`config.mk`:
```
export PLATFORM = sky130hd
export DESIGN_NAME = pss_save_restore
export DESIGN_NICKNAME = d
export VERILOG_FILES = /design/src/rtl/pss_pkg.sv /design/src/rtl/pss_nvm_walker.sv /design/src/rtl/pss_save_restore.sv
export VERILOG_INCLUDE_DIRS = /design/src /design/src/rtl
export SDC_FILE = /design/constraint.sdc
export NUM_CORES = 1
export LEC_CHECK = 0
export ABC_AREA = 1
export BUFFER_PORTS_ARGS = -buffer_cell sky130_fd_sc_hd__buf_2
export CORE_ASPECT_RATIO = 0.8
export CORE_MARGIN = 2
export CORE_UTILIZATION = 30
export DETAILED_ROUTE_END_ITERATION = 10
export GPL_TIMING_DRIVEN = 0
export PLACE_DENSITY = 0.54
export SYNTH_ARGS = -nofsm -noshare
export SYNTH_HDL_FRONTEND = slang
export SYNTH_SLANG_ARGS = --single-unit
```
`constraint.sdc`:
```
create_clock -name mclk -period 3.5 [get_ports mclk]
set_clock_uncertainty 0.2 [all_clocks]
set_input_delay 1.05 -clock mclk [delete_from_list [all_inputs] [get_ports mclk]]
set_output_delay 1.05 -clock mclk [all_outputs]
set_load 0.01 [all_outputs]
```
`src/rtl/pss_cfg.svh`:
```
// constants of the parameter save and restore block
`ifndef PSS_CFG_SVH
`define PSS_CFG_SVH
`define PSS_IDX_STORE 16'h1010
`define PSS_IDX_RESTORE 16'h1011
`define PSS_IDX_VERIFY 16'h1020
`define PSS_IDX_REBOOT 16'h2800
`define PSS_MAGIC_SAVE 32'h65766173
`define PSS_MAGIC_DISCARD 32'h64616F6C
`define PSS_MAGIC_REBOOT 32'h746F6F62
`define PSS_SUB_ALL 8'h01
`define PSS_SUB_COMM 8'h02
`define PSS_SUB_APP 8'h03
`define PSS_SUB_USER 8'h04
`define PSS_SUB_MOVE 8'h05
`define PSS_SUB_TUNE 8'h06
`define PSS_SUB_ETH 8'h0C
`define PSS_SUB_REBOOT 8'h01
`define PSS_SUB_VDATE 8'h01
`define PSS_SUB_VTIME 8'h02
`define PSS_DONE_VALUE 32'h00000001
`define PSS_CAT_COMM 0
`define PSS_CAT_APP 1
`define PSS_CAT_USER 2
`define PSS_CAT_MOVE 3
`define PSS_CAT_TUNE 4
`define PSS_CAT_ETH 5
`define PSS_CAT_DRIVE 6
`define PSS_CAT_MARK 7
`define PSS_MASK_ALL 8'hCF
`define PSS_MASK_BOOT 8'hFF
`define PSS_SLOT_NONE 3'h7
`define PSS_STORE_RESET 32'h00000000
`define PSS_VERIFY_RESET 32'h00000000
`endif

```
`src/rtl/pss_pkg.sv`:
```
// types of the parameter save and restore block
package pss_pkg;
  typedef enum logic [1:0] {
    PSS_OP_LOAD = 2'h0,
    PSS_OP_SAVE = 2'h1,
    PSS_OP_ERASE = 2'h2
  } pss_op_t;
  typedef enum logic [1:0] {
    PSS_ST_IDLE = 2'h1,
    PSS_ST_WALK = 2'h2
  } pss_state_t;
endpackage

```
`src/rtl/pss_nvm_walker.sv`:
```
// walks a category mask, one nonvolatile operation per category
`timescale 1ns/100ps
`include "pss_cfg.svh"
module pss_nvm_walker #(
  parameter int CATS = 8
) (
  input wire logic mclk,
  input wire logic arst_n,
  input wire logic startValid,
  input wire pss_pkg::pss_op_t startOp,
  input wire logic [CATS-1:0] startMask,
  output logic startReady,
  output logic donePulse,
  output logic nvmReq,
  output pss_pkg::pss_op_t nvmOp,
  output logic [2:0] nvmCat,
  input wire logic nvmAck
);
  import pss_pkg::*;

  pss_state_t state;
  logic [CATS-1:0] remain;
  logic [2:0] lowCat;

  function automatic logic [2:0] lowestBit(input logic [CATS-1:0] m);
    logic [2:0] r;
    r = 3'h0;
    for (int i = CATS - 1; i >= 0; i--) begin
      if (m[i]) begin
        r = 3'(i);
      end
    end
    return r;
  endfunction

  assign lowCat = lowestBit(remain);
  assign startReady = (state == PSS_ST_IDLE);
  assign nvmReq = (state == PSS_ST_WALK) && (remain != '0);
  assign nvmCat = lowCat;

  ////////////////////////////////////////////////////////////////////////////
  always_ff @(posedge mclk or negedge arst_n) begin
    if (!arst_n) begin
      state <= PSS_ST_IDLE;
      remain <= '0;
      nvmOp <= PSS_OP_LOAD;
      donePulse <= 1'b0;
    end else begin
      donePulse <= 1'b0;
      case (state)
        PSS_ST_IDLE: begin
          if (startValid) begin
            // whole categories only, never single objects
            remain <= startMask;
            nvmOp <= startOp;
            state <= PSS_ST_WALK;
          end
        end
        PSS_ST_WALK: begin
          if (remain == '0) begin
            donePulse <= 1'b1;
            state <= PSS_ST_IDLE;
          end else if (nvmAck) begin
            remain[lowCat] <= 1'b0;
          end
        end
        default: begin
          state <= PSS_ST_IDLE;
        end
      endcase
    end
  end
endmodule

```
`src/rtl/pss_save_restore.sv`:
```
// object save, discard, reboot and modification marker logic
// What this block does
// - save magic on store subindex saves category
// - finished save writes 1 into subindex
// - store subindex selects its category set
// - discard magic on restore subindex erases copy
// - restore 01 spares tuning and Ethernet
// - discard leaves live values untouched
// - reboot magic on 2800:01 requests restart
// - tuning erased only by restore subindex 06
// - tuning category holds motor and encoder data
// - drive submode and feedback travel together
// - marker entries saved with save-all
// - savable write clears marker entries, except writes to 1020 or to store subindex 01
// - reset reloads every saved category
// - only whole categories are ever stored
`timescale 1ns/100ps
`include "pss_cfg.svh"
module pss_save_restore #(
  parameter int CATS = 8,
  parameter int SLOTS = 7
) (
  input wire logic mclk,
  input wire logic arst_n,
  input wire logic wrValid,
  input wire logic [15:0] wrIndex,
  input wire logic [7:0] wrSub,
  input wire logic [31:0] wrData,
  input wire logic wrSavable,
  input wire logic [15:0] rdIndex,
  input wire logic [7:0] rdSub,
  output logic [31:0] rdData,
  output logic restartReq,
  output logic busy,
  output logic bootDone,
  output logic nvmReq,
  output pss_pkg::pss_op_t nvmOp,
  output logic [2:0] nvmCat,
  output logic [63:0] nvmWrData,
  input wire logic nvmAck,
  input wire logic [63:0] nvmRdData
);
  import pss_pkg::*;

  logic [31:0] storeVal [SLOTS];
  logic [31:0] verifyDate;
  logic [31:0] verifyTime;
  logic bootPending;
  logic activeSave;
  logic [2:0] activeSlot;
  logic startValid;
  pss_op_t startOp;
  logic [CATS-1:0] startMask;
  logic startReady;
  logic donePulse;
  logic [2:0] wrSlot;
  logic [2:0] rdSlot;
  logic storeHit;
  logic restoreHit;
  logic saveCmd;
  logic eraseCmd;

  ////////////////////////////////////////////////////////////////////////////
  // subindex to slot: 01..06 map to 0..5, 0C to 6
  function automatic logic [2:0] slotOf(input logic [7:0] sub);
    logic [2:0] s;
    case (sub)
      `PSS_SUB_ALL: s = 3'h0;
      `PSS_SUB_COMM: s = 3'h1;
      `PSS_SUB_APP: s = 3'h2;
      `PSS_SUB_USER: s = 3'h3;
      `PSS_SUB_MOVE: s = 3'h4;
      `PSS_SUB_TUNE: s = 3'h5;
      `PSS_SUB_ETH: s = 3'h6;
      default: s = `PSS_SLOT_NONE;
    endcase
    return s;
  endfunction

  // save-all and factory reset leave tuning and Ethernet alone;
  // drive and the marker only ride along with the all slot
  function automatic logic [CATS-1:0] maskOf(input logic [2:0] slot);
    logic [CATS-1:0] m;
    m = '0;
    case (slot)
      3'h0: m = `PSS_MASK_ALL;
      3'h1: m[`PSS_CAT_COMM] = 1'b1;
      3'h2: m[`PSS_CAT_APP] = 1'b1;
      3'h3: m[`PSS_CAT_USER] = 1'b1;
      3'h4: m[`PSS_CAT_MOVE] = 1'b1;
      3'h5: m[`PSS_CAT_TUNE] = 1'b1;
      3'h6: m[`PSS_CAT_ETH] = 1'b1;
      default: m = '0;
    endcase
    return m;
  endfunction

  assign wrSlot = slotOf(wrSub);
  assign rdSlot = slotOf(rdSub);
  assign storeHit = wrValid && (wrIndex == `PSS_IDX_STORE) && (wrSlot != `PSS_SLOT_NONE);
  assign restoreHit = wrValid && (wrIndex == `PSS_IDX_RESTORE)
    && (wrSlot != `PSS_SLOT_NONE);
  // anything but the exact magic word starts nothing
  assign saveCmd = storeHit && (wrData == `PSS_MAGIC_SAVE);
  assign eraseCmd = restoreHit && (wrData == `PSS_MAGIC_DISCARD);

  ////////////////////////////////////////////////////////////////////////////
  // boot reload has priority; a command while busy is not queued
  always_comb begin
    startValid = 1'b0;
    startOp = PSS_OP_LOAD;
    startMask = '0;
    if (bootPending) begin
      startValid = startReady;
      startMask = `PSS_MASK_BOOT;
    end else if (saveCmd) begin
      startValid = startReady;
      startOp = PSS_OP_SAVE;
      startMask = maskOf(wrSlot);
    end else if (eraseCmd) begin
      startValid = startReady;
      startOp = PSS_OP_ERASE;
      startMask = maskOf(wrSlot);
    end
  end

  assign busy = !startReady || bootPending;
  assign nvmWrData = {verifyDate, verifyTime};

  pss_nvm_walker #(
    .CATS(CATS)
  ) u_walker (
    .mclk(mclk),
    .arst_n(arst_n),
    .startValid(startValid),
    .startOp(startOp),
    .startMask(startMask),
    .startReady(startReady),
    .donePulse(donePulse),
    .nvmReq(nvmReq),
    .nvmOp(nvmOp),
    .nvmCat(nvmCat),
    .nvmAck(nvmAck)
  );

  ////////////////////////////////////////////////////////////////////////////
  // boot sequencing
  always_ff @(posedge mclk or negedge arst_n) begin
    if (!arst_n) begin
      bootPending <= 1'b1;
      bootDone <= 1'b0;
    end else begin
      if (bootPending && startReady) begin
        bootPending <= 1'b0;
      end
      if (!bootPending && donePulse) begin
        bootDone <= 1'b1;
      end
    end
  end

  // remember which store slot asked, to report its completion
  always_ff @(posedge mclk or negedge arst_n) begin
    if (!arst_n) begin
      activeSave <= 1'b0;
      activeSlot <= `PSS_SLOT_NONE;
    end else if (startValid) begin
      activeSave <= (startOp == PSS_OP_SAVE);
      activeSlot <= wrSlot;
    end else if (donePulse) begin
      activeSave <= 1'b0;
    end
  end

  ////////////////////////////////////////////////////////////////////////////
  // store subindex values; completion beats a master write in the same cycle
  for (genvar g = 0; g < SLOTS; g++) begin : gen_store
    always_ff @(posedge mclk or negedge arst_n) begin
      if (!arst_n) begin
        storeVal[g] <= `PSS_STORE_RESET;
      end else if (donePulse && activeSave && (activeSlot == 3'(g))) begin
        storeVal[g] <= `PSS_DONE_VALUE;
      end else if (storeHit && (wrSlot == 3'(g))) begin
        storeVal[g] <= wrData;
      end
    end
  end

  ////////////////////////////////////////////////////////////////////////////
  // modification marker; a discard never touches live values, so only
  // boot reload writes it from the stored copy
  always_ff @(posedge mclk or negedge arst_n) begin
    if (!arst_n) begin
      verifyDate <= `PSS_VERIFY_RESET;
      verifyTime <= `PSS_VERIFY_RESET;
    end else if (nvmReq && nvmAck && (nvmOp == PSS_OP_LOAD)
        && (nvmCat == 3'(`PSS_CAT_MARK))) begin
      verifyDate <= nvmRdData[63:32];
      verifyTime <= nvmRdData[31:0];
    end else if (wrValid && (wrIndex == `PSS_IDX_VERIFY)) begin
      if (wrSub == `PSS_SUB_VDATE) begin
        verifyDate <= wrData;
      end
      if (wrSub == `PSS_SUB_VTIME) begin
        verifyTime <= wrData;
      end
    end else if (wrValid && !(storeHit && wrSlot == 3'h0)
        && (wrSavable || wrIndex == `PSS_IDX_STORE)) begin
      verifyDate <= `PSS_VERIFY_RESET;
      verifyTime <= `PSS_VERIFY_RESET;
    end
  end

  ////////////////////////////////////////////////////////////////////////////
  // restart request pulse
  always_ff @(posedge mclk or negedge arst_n) begin
    if (!arst_n) begin
      restartReq <= 1'b0;
    end else begin
      restartReq <= wrValid && (wrIndex == `PSS_IDX_REBOOT)
        && (wrSub == `PSS_SUB_REBOOT) && (wrData == `PSS_MAGIC_REBOOT);
    end
  end

  // registered read of the objects held here; others read zero
  always_ff @(posedge mclk or negedge arst_n) begin
    if (!arst_n) begin
      rdData <= '0;
    end else if (rdIndex == `PSS_IDX_STORE && rdSlot != `PSS_SLOT_NONE) begin
      rdData <= storeVal[rdSlot];
    end else if (rdIndex == `PSS_IDX_VERIFY && rdSub == `PSS_SUB_VDATE) begin
      rdData <= verifyDate;
    end else if (rdIndex == `PSS_IDX_VERIFY && rdSub == `PSS_SUB_VTIME) begin
      rdData <= verifyTime;
    end else begin
      rdData <= '0;
    end
  end
endmodule
```
==> results of run 1 <==
## final timing paths
check                              startpoint              to  cells after the start
setup / recovery                     rdSub[7]      rdData[25]                     12
hold / removal                         arst_n   storeVal[119]                      1
max in group asynchronous              arst_n  verifyTime[16]                      3
hold reg to reg                      bootDone        bootDone                      1
min in group mclk                    bootDone        bootDone                      1
setup reg to reg           u_walker.remain[0]   verifyTime[5]                     10
## final cells by class
cell class	count	area, um^2
multi-input cells	1717	8050
repair buffers	237	1270
clock buffers	59	1200
well taps	830	1040
clock inverters	14	160
inverters	293	1100
flip-flops and latches	340	8510
fillers	6637	38900
plain buffers	199	876
## metal layers
layer / up-vias / GRT usage / part of all wire
li1: 8925 / - / -
met1: 9158 / 0.334 / 0.46
met2: 716 / 0.340 / 0.43
met3: 104 / 0.0534 / 0.085
met4: 0 / 0.0609 / 0.026
met5: - / 0 / 0
## power by group through the flow
stage          combinational (mW)  clock [mW]  sequential [mW]
2_1_floorplan               0.154           0             4.00
3_3_place_gp                0.452           0             4.00
3_5_place_dp                0.464           0             4.00
4_1_cts                     0.465        4.42             3.93
5_1_grt                     0.506        4.56             3.93
6_report                    0.465        4.37             3.93
## worst max-delay path, stage by stage
cell and delay [ns]:
buf_2 0.09, nor2_1 0.09, nand2_1 0.20, a21oi_1 0.18
nand2_1 0.12, nand2_1 0.38, nand2_1 0.34, inv_1 0.34
clkbuf_1 0.42, nand3_1 0.19, nand2_1 0.16, nand2_1 0.07
## what timing repair did
action,in CTS,in global routing
buffers inserted,0,2
pin swaps,0,1
gates resized for setup,1,3
endpoints found under the setup margin,30,80
hold endpoints to repair,0,0
## cells in the final DEF, fill, tap and decap left out, drive strengths merged, types with 32 or more instances in the layout
cell,netlist,routed
a21oi,114,114
buf,87,324
clkbuf,112,171
dfrtp,335,335
inv,291,291
nand2,740,740
nand3,488,488
nand3b,32,32
nand4,73,73
nor2,85,85
nor3,37,37
o22ai,62,62
o31ai,58,58
## stage by stage
stage                     setup WS [ns]  std cells
after CTS                        0.0436       3687
after floorplan                   0.757       2549
after global routing             0.0117       3689
final                             0.102       3689
after global placement            -6.02       3611
after detailed placement         -0.811       3614
## cell families after synthesis
family,after synthesis
buf+inv,492
flops,340
compound gates,249
simple gates,1468
## state kept, by name (all words and copies together), names as in the netlist
| name | flops |
|---|---|
| u_walker.remain | 8 |
| u_walker.donePulse | 1 |
| storeVal | 224 |
| u_walker.nvmOp | 2 |
| activeSave | 1 |
| bootPending | 1 |
| activeSlot | 3 |
| verifyTime | 32 |
| restartReq | 1 |
| rdData | 32 |
| bootDone | 1 |
| verifyDate | 32 |
| u_walker.state | 2 |
==> out/metrics.csv, run 1 <==
stage,metric,value,unit
floorplan,die_y,226,um
run_status,run_status,finished clean,
power_and_ir_drop,p_sw,2.18,mW
grt,grt_usage,0.230,
layout,fin_util,0.363,
floorplan,rows,81,
worst_setup_path,rrSetupSlack,0.25,ns
sta,holdWs,0.178,ns
place,placed_area,20800,um^2
worst_hold_path,hold_class,in2async,
power_and_ir_drop,switching_share,0.248,
synth,netlist_area,18500,um^2
layout,finalNetCount,2977,
clock_tree,root_buffer,clkbuf_16,
synth,yosys_warnings,0,
drt,viasPerCell,5.12,
worst_setup_path,setup.worst_path.end_class,register,
clock_tree,clock-sinks,340,
power_and_ir_drop,total_power,8.76,mW
synth,synth_seq_cells,340,
sta,fmax,294,MHz
synth,synth_compound_area_frac,0.0804,
power_and_ir_drop,p_leak,11.5,nW
synth,synthSimpleGateAreaFrac,0.354,
drt,first_pass_iters,5,
layout,insertedDiodeCount,0,
synth,syn_inst,2549,
power_and_ir_drop,peakVddDrop,0.000292,V
drt,wl,74200,um
synth,synth_common_cells,"nand2_1 (738), nand3_1 (486), dfrtp_1 (335)",
clock_tree,cts_tree,done,
clock_tree,clkLatencyLatePin,0.59,ns
place,io_buffer_count,232,
worst_setup_path,crit_arrival,3.64,ns
worst_setup_path,cp-start-kind,input port,
floorplan,die-width,282,um
clock_tree,numCtsBuffers,40,
synth,synth_fa_ha_area_frac,0,
sta,slew_viol_final,0,
synth,yosys-top-cells-area,"dfrtp_1 (45%), nand2_1 (15%), nand3_1 (13%), inv_1 (5.8%), a21oi_1 (3.1%)",
sta,fin_crit_sh,0.971,
grt,grt_pass1_vias,17811,
grt,antenna_found_initial,0,
worst_setup_path,worstPathRequired,3.75,ns
drt,wl_per_cell,20.1,um
layout,layout-area-overhead-vs-synth,19.9,%
sta,rsz0062_at_grt,no,
synth,synthMuxAreaShare,0,
synth,synth_cell_types,29,
sta,relSlewSlack,0.343,
synth,yosysMostFrequentCell,nand2_1,
synth,synth_xor_area_frac,0,
synth,yosysTopAreaCellShare,0.452,
clock_tree,clock_path_buffers,3,
sta,hold_violations,0,
flow_run,drv_cap,0,
power_and_ir_drop,p_int,6.59,mW
clock_tree,hold_buffers,0,
drt,drc,0,
synth,synth-edff-count,0,
floorplan,core-area,61100,um^2
synth,synth_top_family_by_area,simple AND/OR/NAND/NOR gates,
drt,vias,18903,
floorplan,fp.dieArea,63800,um^2
sta,tns,0,ns
synth,yosysSeqAreaShare,0.460,
clock_tree,htree_levels,2,
synth,ys.flop_type,dfrtp_1,
clock_tree,clk_pin_slew,0.07,ns
sta,period_needed,3.40,ns
layout,stdcell_area,22200,um^2
sta,worst_pin_slew,0.986,ns
worst_setup_path,crit_fanout,10,
floorplan,io_pins,254,
grt,grt.overflow.total,0,
grt,grt_pass1_wl,110000,um
power_and_ir_drop,power_frac_comb,0.053,
power_and_ir_drop,clkPwrFrac,0.498,
place,dp_hpwl,57000,um
power_and_ir_drop,pwr-share-seq,0.449,
drt,ant_nets,0,
layout,layout-drive-gt1-share,0.137,
synth,yosys.area.top_type,dfrtp_1,
grt,grt_max_degree,109,
power_and_ir_drop,power.density,395,nW/um^2
synth,syn_avg_cell_area,7.27,um^2
place,place_congestion,0.931,
worst_setup_path,path_class,in2reg,
floorplan,initial_core_util,0.303,
synth,syn_nets,2698,
sta,setup_viol,0,
drt,dr.first_iter.drc_count,1818,
synth,ys_async_sr_fraction,1.00,
(Power assumes the default switching activity.)
==> run 2: changes to the inputs <==
--- a/config.mk
+++ b/config.mk
@@ -13,6 +13,7 @@
 export CORE_UTILIZATION = 30
 export DETAILED_ROUTE_END_ITERATION = 10
 export GPL_TIMING_DRIVEN = 0
+export MAX_ROUTING_LAYER = met4
 export PLACE_DENSITY = 0.54
 export SYNTH_ARGS = -nofsm -noshare
 export SYNTH_HDL_FRONTEND = slang
==> run 2 against run 1 <==
Net effect: via count is 0.21% lower; global-route usage rose by 0.67 points; sequential share of layout area is the same; largest power group unchanged; non-clock buffer count stayed put; cell count stayed put; first-iteration DRC count is 0.99% higher; largest cell class unchanged.
==> out/metrics.csv, run 2 (synthesis gave the netlist of run 1 again) <==
stage,metric,value,unit,change
run_status,run_status,finished clean,,unchanged
power_and_ir_drop,power.density,394,nW/um^2,was 395 nW/um^2
clock_tree,hold_buffers,0,,unchanged
grt,busiest_layer,met2,,unchanged
clock_tree,clock-sinks,340,,unchanged
power_and_ir_drop,total_power,8.76,mW,about the same
layout,instances_no_fill,3689,,unchanged
floorplan,die_y,226,um,unchanged
floorplan,initial_core_util,0.303,,unchanged
place,dp_hpwl,57000,um,unchanged
drt,ant_nets,0,,unchanged
worst_setup_path,cp-start-kind,input port,,unchanged
grt,grt.overflow.total,0,,unchanged
layout,insertedDiodeCount,0,,unchanged
layout,finalNetCount,2977,,unchanged
sta,hold_violations,0,,unchanged
layout,layout-area-overhead-vs-synth,19.9,%,unchanged
worst_setup_path,worst-path-buf-inv,3,,unchanged
floorplan,io_pins,254,,unchanged
sta,fmax,295,MHz,was 294 MHz
clock_tree,clock_path_buffers,3,,unchanged
worst_setup_path,slowest_stage,clkbuf_1,,unchanged
sta,setup_viol,0,,unchanged
grt,grt_use_met3,0.0502,,was 0.0534
layout,stdcell_area,22200,um^2,unchanged
sta,slew_viol_final,0,,unchanged
place,dp_cells,3614,,unchanged
grt,grt_pass1_wl,110000,um,about the same
clock_tree,root_buffer,clkbuf_16,,unchanged
worst_setup_path,crit_arrival,3.64,ns,about the same
grt,grt_usage,0.236,,was 0.230
floorplan,rows,81,,unchanged
sta,worst_pin_slew,1.00,ns,was 0.986 ns
worst_hold_path,hold_class,in2async,,unchanged
power_and_ir_drop,peakVddDrop,0.000289,V,was 0.000292 V
grt,grt_max_degree,109,,unchanged
clock_tree,clk_pin_slew,0.07,ns,about the same
flow_run,drv_cap,0,,unchanged
place,place_congestion,0.947,,was 0.931
layout,largest_reg_flops,224,,unchanged
grt,gr-usage-met1,0.335,,was 0.334
worst_setup_path,setup.worst_path.end_class,register,,unchanged
layout,fin_util,0.363,,unchanged
layout,layout_common_cells,"nand2_1 (738), nand3_1 (485), dfrtp_1 (335), inv_1 (286), buf_2 (285)",,unchanged
sta,setup_slack,0.110,ns,was 0.102 ns
drt,wl,74200,um,about the same
place,pre_cts_ws,-0.811,ns,unchanged
layout,regMostFlops,storeVal,,unchanged
drt,viasPerCell,5.11,,was 5.12
sta,rsz0062_at_grt,no,,unchanged
worst_setup_path,path_class,in2reg,,unchanged
drt,vias,18864,,was 18903
place,placed_area,20800,um^2,unchanged
grt,use_met2,0.336,,was 0.340
worst_setup_path,cpMostUsedCell,nand2_1,,unchanged
clock_tree,cts_tree,done,,unchanged
place,io_buffer_count,232,,unchanged
layout,layout_commonest_cell,nand2_1,,unchanged
sta,fin_crit_sh,0.968,,was 0.971
drt,drc,0,,unchanged
drt,wl_per_cell,20.1,um,about the same
worst_setup_path,slowest_delay,0.42,ns,about the same
floorplan,core-area,61100,um^2,unchanged
worst_setup_path,path_delay_family,simple AND/OR/NAND/NOR gates,,unchanged
worst_setup_path,crit_path_cell_trace,buf_2 -> nor2_1 -> nand2_1 -> a21oi_1 -> nand2_1 -> nand2_1 -> nand2_1 -> inv_1 -> clkbuf_1 -> nand3_1 -> nand2_1 -> nand2_1,,unchanged
worst_setup_path,worstPathRequired,3.75,ns,about the same
sta,relSlewSlack,0.330,,was 0.343
sta,period_needed,3.39,ns,was 3.40 ns
drt,dr.first_iter.drc_count,1836,,was 1818
floorplan,fp.dieArea,63800,um^2,unchanged
grt,antenna_found_initial,0,,unchanged
power_and_ir_drop,p_leak,11.5,nW,unchanged
layout,layout-drive-gt1-share,0.137,,unchanged
drt,first_pass_iters,5,,unchanged
clock_tree,numCtsBuffers,40,,unchanged
worst_setup_path,crit_fanout,10,,unchanged
floorplan,die-width,282,um,unchanged
grt,grt_pass1_vias,17814,,was 17811
clock_tree,clkLatencyLatePin,0.59,ns,about the same
clock_tree,htree_levels,2,,unchanged
-- run 2: cell counts in the layout (fill, tap and decap cells not counted) --
No cell type changed its count.
-- run 2: final cells by class --
cell class                 instances  area, um^2
buffer                           199         876
clock buffer                      59        1200
clock inverter                    14         160
fill                            6637       38900
inverter                         293        1100
multi-input combinational       1717        8050
sequential                       340        8510
tap                              830        1040
timing repair buffer             237        1270
-- run 2: repair_timing --
| action | in CTS | in global routing |
|---|---|---|
| gates resized for setup | 1 | 3 |
| setup buffers | 0 | 2 |
| pin swaps | 0 | 1 |
| endpoints found under the hold margin | 0 | 0 |
| endpoints found under the setup margin | 30 | 80 |
-- run 2: final timing paths --
| check | start | to | slack (ns) | depth (start not counted) |
|---|---|---|---|---|
| max | rdSub[7] | rdData[6] | 0.11 | 12 |
| min | arst_n | storeVal[119] | 0.18 | 1 |
| max reg2reg | u_walker.remain[0] | verifyTime[5] | 0.24 | 10 |
| max in group asynchronous | arst_n | verifyTime[16] | 1.54 | 3 |
| min reg2reg | bootDone | bootDone | 0.27 | 1 |
| min in group mclk | bootDone | bootDone | 0.27 | 1 |
-- run 2: worst register-to-register path, delay by kind of cell (launching register included) --
family        cells  cell delay (ns)
buf+inv           3             0.67
simple gates      7             1.88
flops             1             0.43
-- run 2: metal layers --
| metal | vias to the layer above | routed length [um] |
|---|---|---|
| li1 | 8926 | - |
| met1 | 9086 | 34200 |
| met2 | 735 | 31600 |
| met3 | 117 | 6140 |
| met4 | 0 | 2250 |
| met5 | - | 0 |
-- run 2: metrics by stage --
step | hold slack (ns) | setup TNS, ns
after floorplan | 0.267 | 0
after global placement | 0.262 | -2068.05
after detailed placement | 0.269 | -58.23
after CTS | 0.167 | 0
after global routing | 0.183 | 0
final | 0.178 | 0
-- run 2: report_power, final --
| group | switching, mW | total, mW | internal [mW] | leakage (nW) |
|---|---|---|---|---|
| Clock | 1.82 | 4.36 | 2.54 | 0.674 |
| Sequential | 0.000124 | 3.93 | 3.93 | 4.52 |
| Combinational | 0.350 | 0.465 | 0.115 | 6.29 |
| Total | 2.17 | 8.76 | 6.59 | 11.5 |
==> run 3: changes to the inputs <==
--- a/config.mk
+++ b/config.mk
@@ -9,12 +9,13 @@
 export ABC_AREA = 1
 export BUFFER_PORTS_ARGS = -buffer_cell sky130_fd_sc_hd__buf_2
 export CORE_ASPECT_RATIO = 0.8
-export CORE_MARGIN = 2
+export CORE_MARGIN = 1
 export CORE_UTILIZATION = 30
 export DETAILED_ROUTE_END_ITERATION = 10
 export GPL_TIMING_DRIVEN = 0
 export MAX_ROUTING_LAYER = met4
 export PLACE_DENSITY = 0.54
+export REMOVE_ABC_BUFFERS = 1
 export SYNTH_ARGS = -nofsm -noshare
 export SYNTH_HDL_FRONTEND = slang
 export SYNTH_SLANG_ARGS = --single-unit
==> run 3 against run 2 <==
Net effect: the run now ends with setup timing left; cell count is 3.9% lower; combinational power down 5.4%; count of clock-buffer cells in the layout decreased by 3; power increased by 0.57%; sequential share of layout area shrank 0.35 points; largest cell class unchanged; clock power is 2% higher; non-clock buffer count down 146; worst setup slack worse by 0.15 ns; hold slack got worse by 0.018 ns; wire length down 0.59%; global-route usage is 0.61 points higher.
==> out/metrics.csv, run 3 (synthesis gave the netlist of run 1 again) <==
stage,metric,value,unit,change
run_status,run_status,"finished, violations left",,was finished clean
run_status,violations,setup timing,,
clock_tree,hold_buffers,0,,unchanged
power_and_ir_drop,p_int,6.71,mW,was 6.59 mW
floorplan,io_pins,254,,unchanged
drt,dr.first_iter.drc_count,1790,,was 1836
sta,setup_viol,14,,was 0
place,io_buffer_count,253,,was 232
grt,grt.overflow.total,0,,unchanged
power_and_ir_drop,power_frac_comb,0.050,,was 0.053
worst_setup_path,cp-start-kind,input port,,unchanged
clock_tree,numCtsBuffers,40,,unchanged
layout,multiInputGateArea,8340,um^2,was 8050 um^2
floorplan,fp.dieArea,62800,um^2,was 63800 um^2
floorplan,die-width,280,um,was 282 um
power_and_ir_drop,peakVddDrop,0.000273,V,was 0.000289 V
layout,largest_reg_flops,224,,unchanged
power_and_ir_drop,clkPwrFrac,0.504,,was 0.498
drt,viasPerCell,5.28,,was 5.11
floorplan,core-area,61100,um^2,unchanged
layout,layout-drive-gt1-share,0.153,,was 0.137
drt,ant_nets,0,,unchanged
worst_setup_path,setup.worst_path.end_class,register,,unchanged
worst_setup_path,worstPathRequired,3.75,ns,about the same
worst_setup_path,rrSetupSlack,0.22,ns,was 0.24 ns
worst_setup_path,crit_arrival,3.79,ns,was 3.64 ns
worst_hold_path,hold_class,in2async,,unchanged
layout,layout_common_cells,"nand2_1 (723), nand3_1 (479), dfrtp_1 (335), inv_1 (281), buf_2 (252)",,"was nand2_1 (738), nand3_1 (485), dfrtp_1 (335), inv_1 (286), buf_2 (285)"
layout,layout-area-overhead-vs-synth,21.0,%,was 19.9%
floorplan,initial_core_util,0.303,,unchanged
layout,fillCellCount,6397,,was 6637
clock_tree,clock_path_buffers,3,,unchanged
clock_tree,htree_levels,2,,unchanged
sta,fmax,283,MHz,was 295 MHz
place,place_congestion,0.845,,was 0.947
power_and_ir_drop,total_power,8.81,mW,was 8.76 mW
sta,hold_violations,0,,unchanged
power_and_ir_drop,pwr-share-seq,0.446,,was 0.449
drt,drc,0,,unchanged
clock_tree,clk_pin_slew,0.06,ns,was 0.07 ns
clock_tree,clkLatencyLatePin,0.57,ns,was 0.59 ns
grt,grt_usage,0.242,,was 0.236
sta,worst_pin_slew,1.34,ns,was 1.00 ns
flow_run,drv_cap,0,,unchanged
worst_setup_path,path_class,in2reg,,unchanged
grt,grt_max_degree,112,,was 109
grt,grt_pass1_wl,113000,um,was 110000 um
sta,relSlewSlack,0.104,,was 0.330
layout,regMostFlops,storeVal,,unchanged
drt,first_pass_iters,5,,unchanged
floorplan,die_y,224,um,was 226 um
layout,layout_commonest_cell,nand2_1,,unchanged
place,placed_area,20800,um^2,about the same
grt,grt_pass1_vias,18395,,was 17814
floorplan,rows,81,,unchanged
layout,seq_area,8510,um^2,unchanged
grt,antenna_found_initial,1,,was 0
sta,setup_slack,-0.0363,ns,was 0.110 ns
clock_tree,cts_tree,done,,unchanged
drt,wl_per_cell,20.8,um,was 20.1 um
sta,period_needed,3.54,ns,was 3.39 ns
worst_setup_path,crit_fanout,29,,was 10
power_and_ir_drop,p_leak,11.5,nW,about the same
sta,fin_crit_sh,1.01,,was 0.968
sta,slew_viol_final,0,,unchanged
clock_tree,root_buffer,clkbuf_16,,unchanged
power_and_ir_drop,power.density,393,nW/um^2,was 394 nW/um^2
sta,tns,-0.285,ns,was 0 ns
layout,stdcell_area,22400,um^2,was 22200 um^2
drt,wl,73800,um,was 74200 um
layout,finalNetCount,2834,,was 2977
sta,rsz0062_at_grt,yes,,was no
clock_tree,clock-sinks,340,,unchanged
place,dp_hpwl,46400,um,was 57000 um
power_and_ir_drop,p_sw,2.10,mW,was 2.17 mW
power_and_ir_drop,switching_share,0.239,,was 0.248
drt,vias,18701,,was 18864
==> run 3: changes by cell type in the layout (fill, tap and decap cells not counted), moves of 11 or more <==
cell / change
buf_1: -24
buf_12: +13
buf_16: +11
buf_2: -33
clkbuf_1: -109
nand2_1: -15
==> run 3: power by group through the flow <==
| stage | Clock [mW] | Combinational (mW) | Sequential [mW] |
|---|---|---|---|
| 3_3_place_gp | 0 | 0.409 | 4.00 |
| 5_1_grt | 4.67 | 0.484 | 3.93 |
| 4_1_cts | 4.51 | 0.442 | 3.93 |
| 2_1_floorplan | 0 | 0.115 | 4.00 |
| 6_report | 4.44 | 0.440 | 3.93 |
| 3_5_place_dp | 0 | 0.430 | 4.00 |
==> run 3: metrics by stage <==
stage	hold WS [ns]	setup slack (ns)	utilization	cells
6_report	0.160	-0.0363	0.367	3545
4_1_cts	0.156	0.00116	0.366	3543
3_5_place_dp	0.285	-2.09	0.341	3465
3_3_place_gp	0.280	-9.54	0.327	3433
2_1_floorplan	0.267	-3.46	-	2350
5_1_grt	0.170	-0.294	0.367	3545
==> run 3: cell type report <==
type | count | area share
Multi-Input combinational cell | 1720 | 0.372
Inverter | 293 | 0.0497
Clock inverter | 15 | 0.00893
Sequential cell | 340 | 0.380
Antenna cell | 1 | 0.000112
Tap cell | 830 | 0.0463
Clock buffer | 56 | 0.0514
Timing Repair Buffer | 290 | 0.0915
==> run 3: worst paths after layout <==
| kind | startpoint | depth (start not counted) | to |
|---|---|---|---|
| max in group asynchronous | arst_n | 3 | storeVal[163] |
| hold / removal | arst_n | 1 | rdData[10] |
| setup reg to reg | activeSlot[2] | 8 | storeVal[84] |
| setup / recovery | wrIndex[15] | 12 | storeVal[66] |
| hold reg to reg | storeVal[186] | 2 | storeVal[186] |
| min in group mclk | storeVal[186] | 2 | storeVal[186] |
==> run 3: timing repair <==
item / CTS / global route
gates resized for setup: 20 / 8
gates cloned: 4 / 0
endpoints found under the hold margin: 0 / 0
pin swaps: 4 / 2
buffers inserted: 3 / 1
setup endpoints to repair: 162 / 194
==> run 3: metal layers <==
metal  up-vias  GRT usage  part of all wire
li1       8641          -                 -
met1      9141      0.328              0.45
met2       814      0.375              0.46
met3       105     0.0412             0.078
met4         0     0.0631             0.019
met5         -          -                 0
==> run 3: critical path, cell delays in order <==
cell	delay (ns)
buf_2	0.09
nor2_1	0.09
nand2_1	0.09
nor2_1	0.25
nand3_1	0.13
nor2_2	0.22
nand2_1	0.22
nor2_4	0.64
buf_16	0.26
inv_1	0.43
nand2_1	0.20
a21oi_1	0.08
